[src/logic/ocmp_regs.svh]
// Register offsets, field positions, reset values and counts of the timer.
`ifndef OCMP_REGS_SVH
`define OCMP_REGS_SVH

// ****************************************************************
// Register offsets
// ****************************************************************
`define OCMP_OFF_COUNT      8'h00
`define OCMP_OFF_COMPARE    8'h04
`define OCMP_OFF_CTRL1      8'h08
`define OCMP_OFF_SRCSEL     8'h10
`define OCMP_OFF_PINIO      8'h14

// ****************************************************************
// Field positions
// ****************************************************************
`define OCMP_CTRL1_RUN      0
`define OCMP_CTRL1_STAT     1
`define OCMP_CTRL1_RST      2
`define OCMP_CTRL1_BUSY     3
`define OCMP_SRC_LSB        0
`define OCMP_SRC_PRE        2
`define OCMP_PINMODE_LSB    4
`define OCMP_CLKOUT_LSB     6
`define OCMP_PINIO_DATA     0
`define OCMP_PINIO_DIR      1
`define OCMP_PINIO_IN       2

// ****************************************************************
// Reset values and counts
// ****************************************************************
`define OCMP_COMPARE_RST    8'h00
`define OCMP_SRCSEL_RST     8'h00
`define OCMP_PINIO_RST      2'h0
`define OCMP_PRE_LAST       4'hF
`define OCMP_LS_LAST        2'h3

`endif

[src/logic/ocmp_pkg.sv]
// Types shared by the output compare timer files.
package ocmp_pkg;

  // ****************************************************************
  // Field encodings
  // ****************************************************************
  typedef enum logic [1:0] {
    OCMP_SRC_F4,
    OCMP_SRC_F8,
    OCMP_SRC_F32,
    OCMP_SRC_FC4
  } ocmp_src_t;

  typedef enum logic [1:0] {
    OCMP_PIN_GPIO,
    OCMP_PIN_CLK,
    OCMP_PIN_CMP
  } ocmp_pin_t;

  typedef enum logic [1:0] {
    OCMP_CLK_F2,
    OCMP_CLK_F4,
    OCMP_CLK_F8
  } ocmp_clk_t;

endpackage

[src/logic/ocmp_clkdiv.sv]
// Free-running divider giving rate enables and square levels of the clock.
module ocmp_clkdiv
(
  // Clock and reset
  input  wire logic clock,
  input  wire logic sys_rst,
  // Rate enables, one cycle each
  output logic      en_f4,
  output logic      en_f8,
  output logic      en_f32,
  // Square levels for the pin
  output logic      lvl_f2,
  output logic      lvl_f4,
  output logic      lvl_f8
);

  logic [4:0] cnt_q;
  logic [4:0] cnt_d;
  logic [2:0] en_q;
  logic [2:0] en_d;

  always_comb
  begin
    cnt_d = cnt_q + 5'h01;
    en_d  = {cnt_d == 5'h00, cnt_d[2:0] == 3'h0, cnt_d[1:0] == 2'h0};
  end

  always_ff @(posedge clock)
  begin
    if (sys_rst)
    begin
      cnt_q <= 5'h00;
      en_q  <= 3'h0;
    end
    else
    begin
      cnt_q <= cnt_d;
      en_q  <= en_d;
    end
  end

  assign en_f4  = en_q[0];
  assign en_f8  = en_q[1];
  assign en_f32 = en_q[2];
  assign lvl_f2 = cnt_q[0];
  assign lvl_f4 = cnt_q[1];
  assign lvl_f8 = cnt_q[2];

endmodule // ocmp_clkdiv

[src/logic/ocmp_timer.sv]
// Output compare timer: register slave, count chain and compare pin.
// ****************************************************************
// Function
// - Source halved; compare on 8-bit counter only.
// - Sources f4, f8, f32, divided low-speed clock.
// - Counter increments, clears on match, continues.
// - Counter holds its value while stopped.
// - Period 2(n+1), or 32(n+1) with prescaler.
// - Run request 1 starts, 0 stops counting.
// - Interrupt request on every compare match.
// - Pin: general I/O, f2/f4/f8, or compare.
// - Readback gives counter; compare reads programmed value.
// - Counter writes ignored; compare writable only stopped.
// - Compare output inverts on every match.
// - Compare output low after any reset.
// - Stopping holds the compare output level.
// - Status follows request within two source cycles.
// - Stopped means request and status both zero.
// - Busy flag in clock mode; read after busy (here busy always reads 0).
// ****************************************************************
//
// The strobed register port and the register addresses were left to the implementer.
`include "ocmp_regs.svh"

module ocmp_timer
  import ocmp_pkg::*;
#(
  parameter bit HAS_LOW_SPEED = 1'b1
)
(
  // Clock and reset
  input  wire logic       clock,
  input  wire logic       sys_rst,
  // Register port
  input  wire logic [7:0] reg_addr,
  input  wire logic [7:0] reg_wdata,
  input  wire logic       reg_wr,
  input  wire logic       reg_rd,
  output logic      [7:0] reg_rdata,
  // Low-speed clock pin
  input  wire logic       low_speed_clk,
  // Compare output pin
  input  wire logic       compare_output_pin_in,
  output logic            compare_output_pin_out,
  output logic            compare_output_pin_oe,
  // Timer event
  output logic            timer_irq
);

  // ****************************************************************
  // Declarations
  // ****************************************************************
  logic [7:0] count_q,   count_d;
  logic [7:0] compare_q, compare_d;
  logic [7:0] srcsel_q,  srcsel_d;
  logic [1:0] pio_q,     pio_d;
  logic [3:0] pre_q,     pre_d;
  logic [1:0] ls_div_q,  ls_div_d;
  logic [7:0] rdata_q,   rdata_d;
  logic       run_req_q, run_req_d;
  logic       run_mid_q, run_mid_d;
  logic       run_stat_q, run_stat_d;
  logic       half_q,    half_d;
  logic       out_lvl_q, out_lvl_d;
  logic       irq_q,     irq_d;
  logic       pin_o_q,   pin_o_d;
  logic       pin_oe_q,  pin_oe_d;
  logic       ls_s1_q, ls_s2_q, ls_s3_q;
  logic       pin_s1_q, pin_s2_q;
  logic       en_f4, en_f8, en_f32;
  logic       lvl_f2, lvl_f4, lvl_f8;
  logic       src_tick;
  logic       fc4_tick;
  logic       advance;
  logic       match;
  logic       stopped;
  logic       wr_ctrl1;
  logic       timer_rst;
  ocmp_src_t  src_sel;
  ocmp_pin_t  pin_mode;
  ocmp_clk_t  clk_sel;

  function automatic logic hit(input logic [7:0] addr,
                               input logic [7:0] off);
    hit = (addr == off);
  endfunction

  // ****************************************************************
  // Rate enables
  // ****************************************************************
  ocmp_clkdiv u_clkdiv
  (
    .clock   (clock),
    .sys_rst (sys_rst),
    .en_f4   (en_f4),
    .en_f8   (en_f8),
    .en_f32  (en_f32),
    .lvl_f2  (lvl_f2),
    .lvl_f4  (lvl_f4),
    .lvl_f8  (lvl_f8)
  );

  // ****************************************************************
  // Next-state logic
  // ****************************************************************
  always_comb
  begin
    src_sel  = ocmp_src_t'(srcsel_q[`OCMP_SRC_LSB +: 2]);
    pin_mode = ocmp_pin_t'(srcsel_q[`OCMP_PINMODE_LSB +: 2]);
    clk_sel  = ocmp_clk_t'(srcsel_q[`OCMP_CLKOUT_LSB +: 2]);
    wr_ctrl1 = reg_wr && hit(reg_addr, `OCMP_OFF_CTRL1);
    timer_rst = wr_ctrl1 && reg_wdata[`OCMP_CTRL1_RST];
    stopped  = !run_req_q && !run_stat_q;
    // Low-speed edges are counted in fours; a variant without the pin
    // simply never ticks on that choice.
    fc4_tick = HAS_LOW_SPEED && ls_s2_q && !ls_s3_q
               && (ls_div_q == `OCMP_LS_LAST);
    ls_div_d = (ls_s2_q && !ls_s3_q) ? ls_div_q + 2'h1 : ls_div_q;
    unique case (src_sel)
      OCMP_SRC_F4:  src_tick = en_f4;
      OCMP_SRC_F8:  src_tick = en_f8;
      OCMP_SRC_F32: src_tick = en_f32;
      OCMP_SRC_FC4: src_tick = fc4_tick;
    endcase

    count_d    = count_q;
    compare_d  = compare_q;
    srcsel_d   = srcsel_q;
    pio_d      = pio_q;
    pre_d      = pre_q;
    half_d     = half_q;
    run_req_d  = run_req_q;
    run_mid_d  = run_mid_q;
    run_stat_d = run_stat_q;
    out_lvl_d  = out_lvl_q;
    advance    = 1'b0;
    match      = 1'b0;

    // The status flag moves only on source ticks or timer reset, two stages behind.
    if (src_tick)
    begin
      run_mid_d  = run_req_q;
      run_stat_d = run_mid_q;
    end

    // Counting rides on the status flag, so a stopped timer holds.
    if (src_tick && run_stat_q)
    begin
      half_d = !half_q;
      if (half_q)
      begin
        if (srcsel_q[`OCMP_SRC_PRE])
        begin
          pre_d   = pre_q + 4'h1;
          advance = (pre_q == `OCMP_PRE_LAST);
        end
        else
        begin
          advance = 1'b1;
        end
      end
    end

    if (advance)
    begin
      if (count_q == compare_q)
      begin
        count_d = 8'h00;
        match   = 1'b1;
      end
      else
      begin
        count_d = count_q + 8'h01;
      end
    end

    if (match)
    begin
      out_lvl_d = !out_lvl_q;
    end

    // Register writes; the counter readback offset takes no write.
    if (wr_ctrl1)
    begin
      run_req_d = reg_wdata[`OCMP_CTRL1_RUN];
    end
    if (reg_wr && hit(reg_addr, `OCMP_OFF_COMPARE) && stopped)
    begin
      compare_d = reg_wdata;
    end
    if (reg_wr && hit(reg_addr, `OCMP_OFF_SRCSEL))
    begin
      srcsel_d = reg_wdata;
    end
    if (reg_wr && hit(reg_addr, `OCMP_OFF_PINIO))
    begin
      pio_d = reg_wdata[1:0];
    end

    // Timer reset clears the chain and the pin level, setup is kept.
    if (timer_rst)
    begin
      count_d    = 8'h00;
      pre_d      = 4'h0;
      half_d     = 1'b0;
      run_req_d  = 1'b0;
      run_mid_d  = 1'b0;
      run_stat_d = 1'b0;
      out_lvl_d  = 1'b0;
    end

    irq_d = match;

    rdata_d = 8'h00;
    if (reg_rd)
    begin
      if (hit(reg_addr, `OCMP_OFF_COUNT))
        rdata_d = count_q;
      else if (hit(reg_addr, `OCMP_OFF_COMPARE))
        rdata_d = compare_q;
      else if (hit(reg_addr, `OCMP_OFF_CTRL1))
      begin
        rdata_d[`OCMP_CTRL1_RUN]  = run_req_q;
        rdata_d[`OCMP_CTRL1_STAT] = run_stat_q;
        rdata_d[`OCMP_CTRL1_BUSY] = 1'b0;
      end
      else if (hit(reg_addr, `OCMP_OFF_SRCSEL))
        rdata_d = srcsel_q;
      else if (hit(reg_addr, `OCMP_OFF_PINIO))
        rdata_d = {5'h00, pin_s2_q, pio_q};
    end

    // The pin holds its level when stopped because out_lvl_q does.
    unique case (pin_mode)
      OCMP_PIN_GPIO:
      begin
        pin_o_d  = pio_q[`OCMP_PINIO_DATA];
        pin_oe_d = pio_q[`OCMP_PINIO_DIR];
      end
      OCMP_PIN_CLK:
      begin
        pin_o_d  = (clk_sel == OCMP_CLK_F8) ? lvl_f8 :
                   (clk_sel == OCMP_CLK_F4) ? lvl_f4 : lvl_f2;
        pin_oe_d = 1'b1;
      end
      OCMP_PIN_CMP:
      begin
        pin_o_d  = out_lvl_q;
        pin_oe_d = 1'b1;
      end
      default:
      begin
        pin_o_d  = 1'b0;
        pin_oe_d = 1'b0;
      end
    endcase
  end

  // ****************************************************************
  // State registers
  // ****************************************************************
  always_ff @(posedge clock)
  begin
    if (sys_rst)
    begin
      count_q    <= 8'h00;
      compare_q  <= `OCMP_COMPARE_RST;
      srcsel_q   <= `OCMP_SRCSEL_RST;
      pio_q      <= `OCMP_PINIO_RST;
      pre_q      <= 4'h0;
      ls_div_q   <= 2'h0;
      rdata_q    <= 8'h00;
      run_req_q  <= 1'b0;
      run_mid_q  <= 1'b0;
      run_stat_q <= 1'b0;
      half_q     <= 1'b0;
      out_lvl_q  <= 1'b0;
      irq_q      <= 1'b0;
      pin_o_q    <= 1'b0;
      pin_oe_q   <= 1'b0;
      ls_s1_q    <= 1'b0;
      ls_s2_q    <= 1'b0;
      ls_s3_q    <= 1'b0;
      pin_s1_q   <= 1'b0;
      pin_s2_q   <= 1'b0;
    end
    else
    begin
      count_q    <= count_d;
      compare_q  <= compare_d;
      srcsel_q   <= srcsel_d;
      pio_q      <= pio_d;
      pre_q      <= pre_d;
      ls_div_q   <= ls_div_d;
      rdata_q    <= rdata_d;
      run_req_q  <= run_req_d;
      run_mid_q  <= run_mid_d;
      run_stat_q <= run_stat_d;
      half_q     <= half_d;
      out_lvl_q  <= out_lvl_d;
      irq_q      <= irq_d;
      pin_o_q    <= pin_o_d;
      pin_oe_q   <= pin_oe_d;
      ls_s1_q    <= low_speed_clk;
      ls_s2_q    <= ls_s1_q;
      ls_s3_q    <= ls_s2_q;
      pin_s1_q   <= compare_output_pin_in;
      pin_s2_q   <= pin_s1_q;
    end
  end

  assign reg_rdata              = rdata_q;
  assign timer_irq              = irq_q;
  assign compare_output_pin_out = pin_o_q;
  assign compare_output_pin_oe  = pin_oe_q;
endmodule // ocmp_timer

[config.mk]
export PLATFORM = sky130hd
export DESIGN_NAME = ocmp_timer
export DESIGN_NICKNAME = d
export VERILOG_FILES = /design/src/logic/ocmp_pkg.sv /design/src/logic/ocmp_clkdiv.sv /design/src/logic/ocmp_timer.sv
export VERILOG_INCLUDE_DIRS = /design/src /design/src/logic
export SDC_FILE = /design/constraint.sdc
export NUM_CORES = 1
export LEC_CHECK = 0
export BUFFER_PORTS_ARGS = -buffer_cell sky130_fd_sc_hd__buf_2
export CAP_MARGIN = 5
export CORE_UTILIZATION = 60
export CTS_BUF_LIST = sky130_fd_sc_hd__clkbuf_4 sky130_fd_sc_hd__clkbuf_8
export DETAILED_ROUTE_END_ITERATION = 10
export PLACE_DENSITY_LB_ADDON = 0.08
export RECOVER_POWER = 100
export SLEW_MARGIN = 30
export SYNTH_ARGS = -nofsm -noshare
export SYNTH_HDL_FRONTEND = slang
export SYNTH_SLANG_ARGS = --single-unit
[constraint.sdc]
create_clock -name clock -period 3.29 [get_ports clock]
set_input_delay 0.658 -clock clock [delete_from_list [all_inputs] [get_ports clock]]
set_output_delay 0.658 -clock clock [all_outputs]
set_load 0.02 [all_outputs]
# Word level (Yosys, flattened, before mapping)
# Cells that the tools add are included.
# classes
addsub	4
multipliers	0
div	0
n_lt_le_gt_ge	0
eq_ne	14
shift	0
mux	19
n_bitwise	1
reduce_logical	25
# op_table
operator	count
8-bit 2-to-1 mux	4
8-bit by 5-bit == test with 1-bit output, second input constant	2
2-bit == test, second input constant	5
1-bit logical AND	10
1-bit 2-to-1 mux	9
8-bit by 1-bit adder with 8-bit output, second input constant	1
8-bit by 3-bit == test with 1-bit output, second input constant	1
8-bit by 4-bit == test with 1-bit output, second input constant	1
8-bit == test	1
8-bit zero test	1
2-bit by 1-bit == test with 1-bit output, second input constant	3
2-bit zero test	3
2-bit OR reduction	3
5-bit by 1-bit adder with 5-bit output, second input constant	1
1-bit zero test	5
5-bit zero test	1
4-bit by 1-bit adder with 4-bit output, second input constant	1
4-bit == test, second input constant	1
4-bit 2-to-1 mux	1
1-bit case mux with 4 select lines	1
3-bit zero test	1
3-bit 2-to-1 mux	1
1-bit case mux with 3 select lines	1
3-bit AND reduction	1
other kinds (4)	4
# totals
regBits	61
latchBits	0
ram_bits	0
rom_bits	0
in_bits	22
out_inout_bits	11
n_memories	0

# Logic depth before layout (Yosys ltp)
# logic_depth
ltp_word	7
ltp_mapped	8

# Hierarchy
# A second synthesis with hierarchy kept.
# unflattened
cells_unflattened	309
area_unflattened_um2	2899.0
# by_module_without_submodules
module	n_inst	cells_per_inst	area_per_inst_um2
ocmp_timer	1	281	2598.7
ocmp_clkdiv	1	28	300.3

# Worst setup path before layout
# No wires, ideal clock.
# synth_path
kind	input-to-reg
start	input port reg_addr[7]
end	register out_lvl_q
arrival_time_ns	2.132
slack_ns	1.038
cell_stages	5
cell_sequence	or4_4 buf_6 or3_4 and3_1 mux2_2
# synth_between
elab_chain_cells	4
# synth_rtl
element	line	text
start: declaration	ocmp_timer.sv:35	input wire logic [7:0] reg_addr,
8-bit by 4-bit == test with 1-bit output	ocmp_timer.sv:85	hit = (addr == off);
1-bit logical AND	ocmp_timer.sv:111	wr_ctrl1 = reg_wr && hit(reg_addr, `OCMP_OFF_CTRL1);
1-bit logical AND	ocmp_timer.sv:112	timer_rst = wr_ctrl1 && reg_wdata[`OCMP_CTRL1_RST];
2-bit OR reduction (no source line)	--	
end signal: assignment	ocmp_timer.sv:300	out_lvl_q <= out_lvl_d;
end: declaration	ocmp_timer.sv:64	logic out_lvl_q, out_lvl_d;
# No other way between the ends.
# A chain may end at the register's enable or synchronous reset.

# Worst setup path after layout
# layout_path
start	input port reg_addr[1]
end	register srcsel_q[1]
# layout_between
elab_chain_cells	2
# layout_rtl
element	line	text
8-bit by 5-bit == test with 1-bit output	ocmp_timer.sv:85	
1-bit logical AND	ocmp_timer.sv:191	if (reg_wr && hit(reg_addr, `OCMP_OFF_SRCSEL))
end signal: assignment	ocmp_timer.sv:268	srcsel_q <= `OCMP_SRCSEL_RST;
end signal: assignment	ocmp_timer.sv:291	srcsel_q <= srcsel_d;
end: declaration	ocmp_timer.sv:55	logic [7:0] srcsel_q, srcsel_d;
# No other way between the ends.

==> reports/metrics.cfg <==
[routing]
dr.pass1.iters = 4
via_per_inst = 5.80
routed_wl_um = 5770
drt_iter0_drc = 211
avgRoutedWirePerCell_um = 15.0
vias = 2228
postRouteAntennaNets = 0
drc = 0

[worst_hold_path]
holdPathEnd = pin_s2_q$_SDFF_PP0_
holdCritStartpoint = pin_s1_q$_SDFF_PP0_
min_path_type = register to register
hold_path_depth = 1

[layout]
drive_gt1_share_pct = 14.2
stdcell_area_um2 = 3140
fillers = 355
final_cell_mix = dfxtp_1 (61), nor2_1 (42), mux2i_1 (23), nand2_1 (18), buf_2 (18)
insertedDiodeCount = 0
instances_no_fill = 384
area_delta_synth_final_pct = 13.7
mostFrequentLayoutCell = dfxtp_1
fin_nets = 358

[clock_network]
cts_resized = 0
insertion_delay_ns = 0.34
ctsHoldBuffers = 0
cts_setup_buffers = 0
cts_tree = yes
clk_pin_slew_worst_paths_ns = 0.06
clockBufferDepth = 2
root_buffer = clkbuf_8
cts_max_level = 3
cts.sinks = 61
cts_buffers = 9

[sta]
fin_skew_ns = 0.0103
max_freq_mhz = 380
worstMarginPinSlew_ns = 1.58
drv_slew = 38
layout_min_cycle_time_ns = 2.63
fin_crit_sh_pct = 79.9
whs_ns = 0.432
tns_ns = 0
setup_viol_count_final = 0
hold_viol_final = 0
slew-limit-headroom_pct = -5.61
rsz0062_at_grt = no

[logic_synthesis]
yosysWarnings = 0
ys.flop_type = dfxtp_1
synthArstFlopShare_pct = 0
synth_seq_cells = 61
synthDominantCellAreaShare_pct = 44.3
ys_seq_area_share_pct = 44.3
netlist_area_um2 = 2760
synth_area_leaders = dfxtp_1 (44%), mux2i_1 (8.3%), nor2_1 (5.6%)
synthCells = 288
synth_top_cell_by_area = dfxtp_1
postSynthAreaPerCell_um2 = 9.58
yosysUniqueCellTypes = 52
synth_enable_flop_cells = 0
syn-num-nets = 319

[global_routing]
grt_pass1_vias = 2031
antenna_found_initial = 0
overflow = 0
track_usage_pct = 25.5
grt_max_degree = 38
grt_pass1_wl_um = 9680

[critical_path]
cp_cell_sequence = clkbuf_1 > or3_1 > nor2_1 > nand3_1 > mux2i_1 > nor2_1
r2r-end = count_q[2]$_SDFFE_PP0P_
cp_data_arrival_time_ns = 2.78
regToRegSetupSlack_ns = 1.13
slowest_delay_ns = 0.61
end_kind = register
crit_path_max_fanout = 10
cp-start-kind = input pin
critPathSlowestCell = nand3_1
critPathMostFrequentCell = nor2_1
crit_buf_inv = 1
cp_top_family = simple AND/OR/NAND/NOR gates
required_ns = 3.44
r2r_cells = 6
crit_type = input pin to register
r2r-start = ls_div_q[0]$_SDFFE_PP0N_

[placement]
place.gp.congestion = 0.901
hpwl_um = 4060
dp.cells = 368
place_area_um2 = 2970
numPortBuffers = 32

[outcome]
violations = capacitance limit, slew limit
status = finished, violations left

[floorplanning]
ios = 33
die_w_um = 69.8
die-area_um2 = 4870
core_area_um2 = 4380
rows = 24
initial_core_util_pct = 62.9
fp.dieH_um = 69.8

[pwr]
p_leak_nw = 1.39
power.density_nw_per_um2 = 488
ir_worst_vdd_uv = 474

[flow_run]
max_cap_violations = 1

-- synthesized netlist by cell type (5+ instances only) --
cell type and instances:
a22o_1 8, ha_1 9, nand3_1 12, nor3_1 9, nand2_1 17, a22oi_1 5
a21oi_1 14, dfxtp_1 61, nor2_1 41, nor2b_1 11, xor2_1 15, mux2i_1 23
-- power by group --
group | switching [mW] | internal (mW)
clock network | 0.278 | 0.440
logic | 0.0383 | 0.0237
registers | 0.00514 | 0.746
total | 0.322 | 1.21
-- logic make-up (layout without fill, tap and decap cells) --
kind of cell	after synthesis	in the layout	share of synthesized area, %
compound gates	43	43	10.7
flops	61	61	44.3
mux	27	27	10.4
simple gates	121	121	23.6
xor+xnor	15	15	4.76
fa+ha+maj	9	9	4.08
buf+inv	12	56	2.13
-- final cells by class --
type	count	area, um^2	area share (%)
clock buffer	11	139	4.43
timing repair buffer	37	176	5.63
multi-input combinational	215	1450	46.2
sequential	61	1220	38.9
tap	52	65.1	2.08
inverter	3	11.3	0.359
clock inverter	5	75.1	2.39
-- worst reg2reg max path, delay by kind of cell (launching register included) --
| family | cells | cell delay [ns] |
|---|---|---|
| flops | 1 | 0.35 |
| compound gates | 1 | 0.15 |
| fa+ha+maj | 1 | 0.16 |
| simple gates | 3 | 1.05 |
| mux | 1 | 0.38 |
-- state kept, by name (all words and copies together) (netlist names) --
signal	count
compare_output_pin_oe	1
compare_output_pin_out	1
compare_q	8
count_q	8
half_q	1
ls_div_q	2
ls_s1_q	1
ls_s2_q	1
ls_s3_q	1
out_lvl_q	1
pin_s1_q	1
pin_s2_q	1
pio_q	2
pre_q	4
reg_rdata	8
run_mid_q	1
run_req_q	1
run_stat_q	1
srcsel_q	8
timer_irq	1
u_clkdiv.cnt_q	5
u_clkdiv.en_q	3
-- how the worst max path moves through the flow --
stage / startpoint / end / slack (ns) / cells after the start
finish: reg_addr[1] / srcsel_q[1]$_SDFFE_PP0P_ / 0.66 / 6
global route: reg_addr[1] / srcsel_q[2]$_SDFFE_PP0P_ / 0.50 / 6
CTS: reg_addr[7] / out_lvl_q$_SDFFE_PP0P_ / 1.10 / 6
detailed placement: reg_addr[7] / out_lvl_q$_SDFFE_PP0P_ / 0.75 / 6
global placement: reg_addr[7] / out_lvl_q$_SDFFE_PP0P_ / 0.78 / 6
floorplan: reg_addr[7] / out_lvl_q$_SDFFE_PP0P_ / 1.04 / 5
-- metal layers --
| layer | global-route usage (%) | up-vias | share of wire (%) | wire length (um) |
|---|---|---|---|---|
| met3 | 4.51 | 15 | 5.5 | 315 |
| met5 | 0 | - | 0 | 0 |
| li1 | - | 1108 | - | - |
| met1 | 33.2 | 1021 | 46 | 2650 |
| met2 | 39.0 | 84 | 46 | 2630 |
| met4 | 16.0 | 0 | 3.1 | 179 |
-- per-stage QoR --
step | power (mW) | setup WS, ns | utilization [%]
floorplan | 0.803 | 1.04 | -
global placement | 0.829 | 0.784 | 67.8
detailed placement | 0.832 | 0.749 | 67.8
CTS | 1.55 | 1.10 | 72.7
global route | 1.58 | 0.501 | 71.5
finish | 1.53 | 0.661 | 71.5
Note: power is estimated with default switching activity, not from simulation.
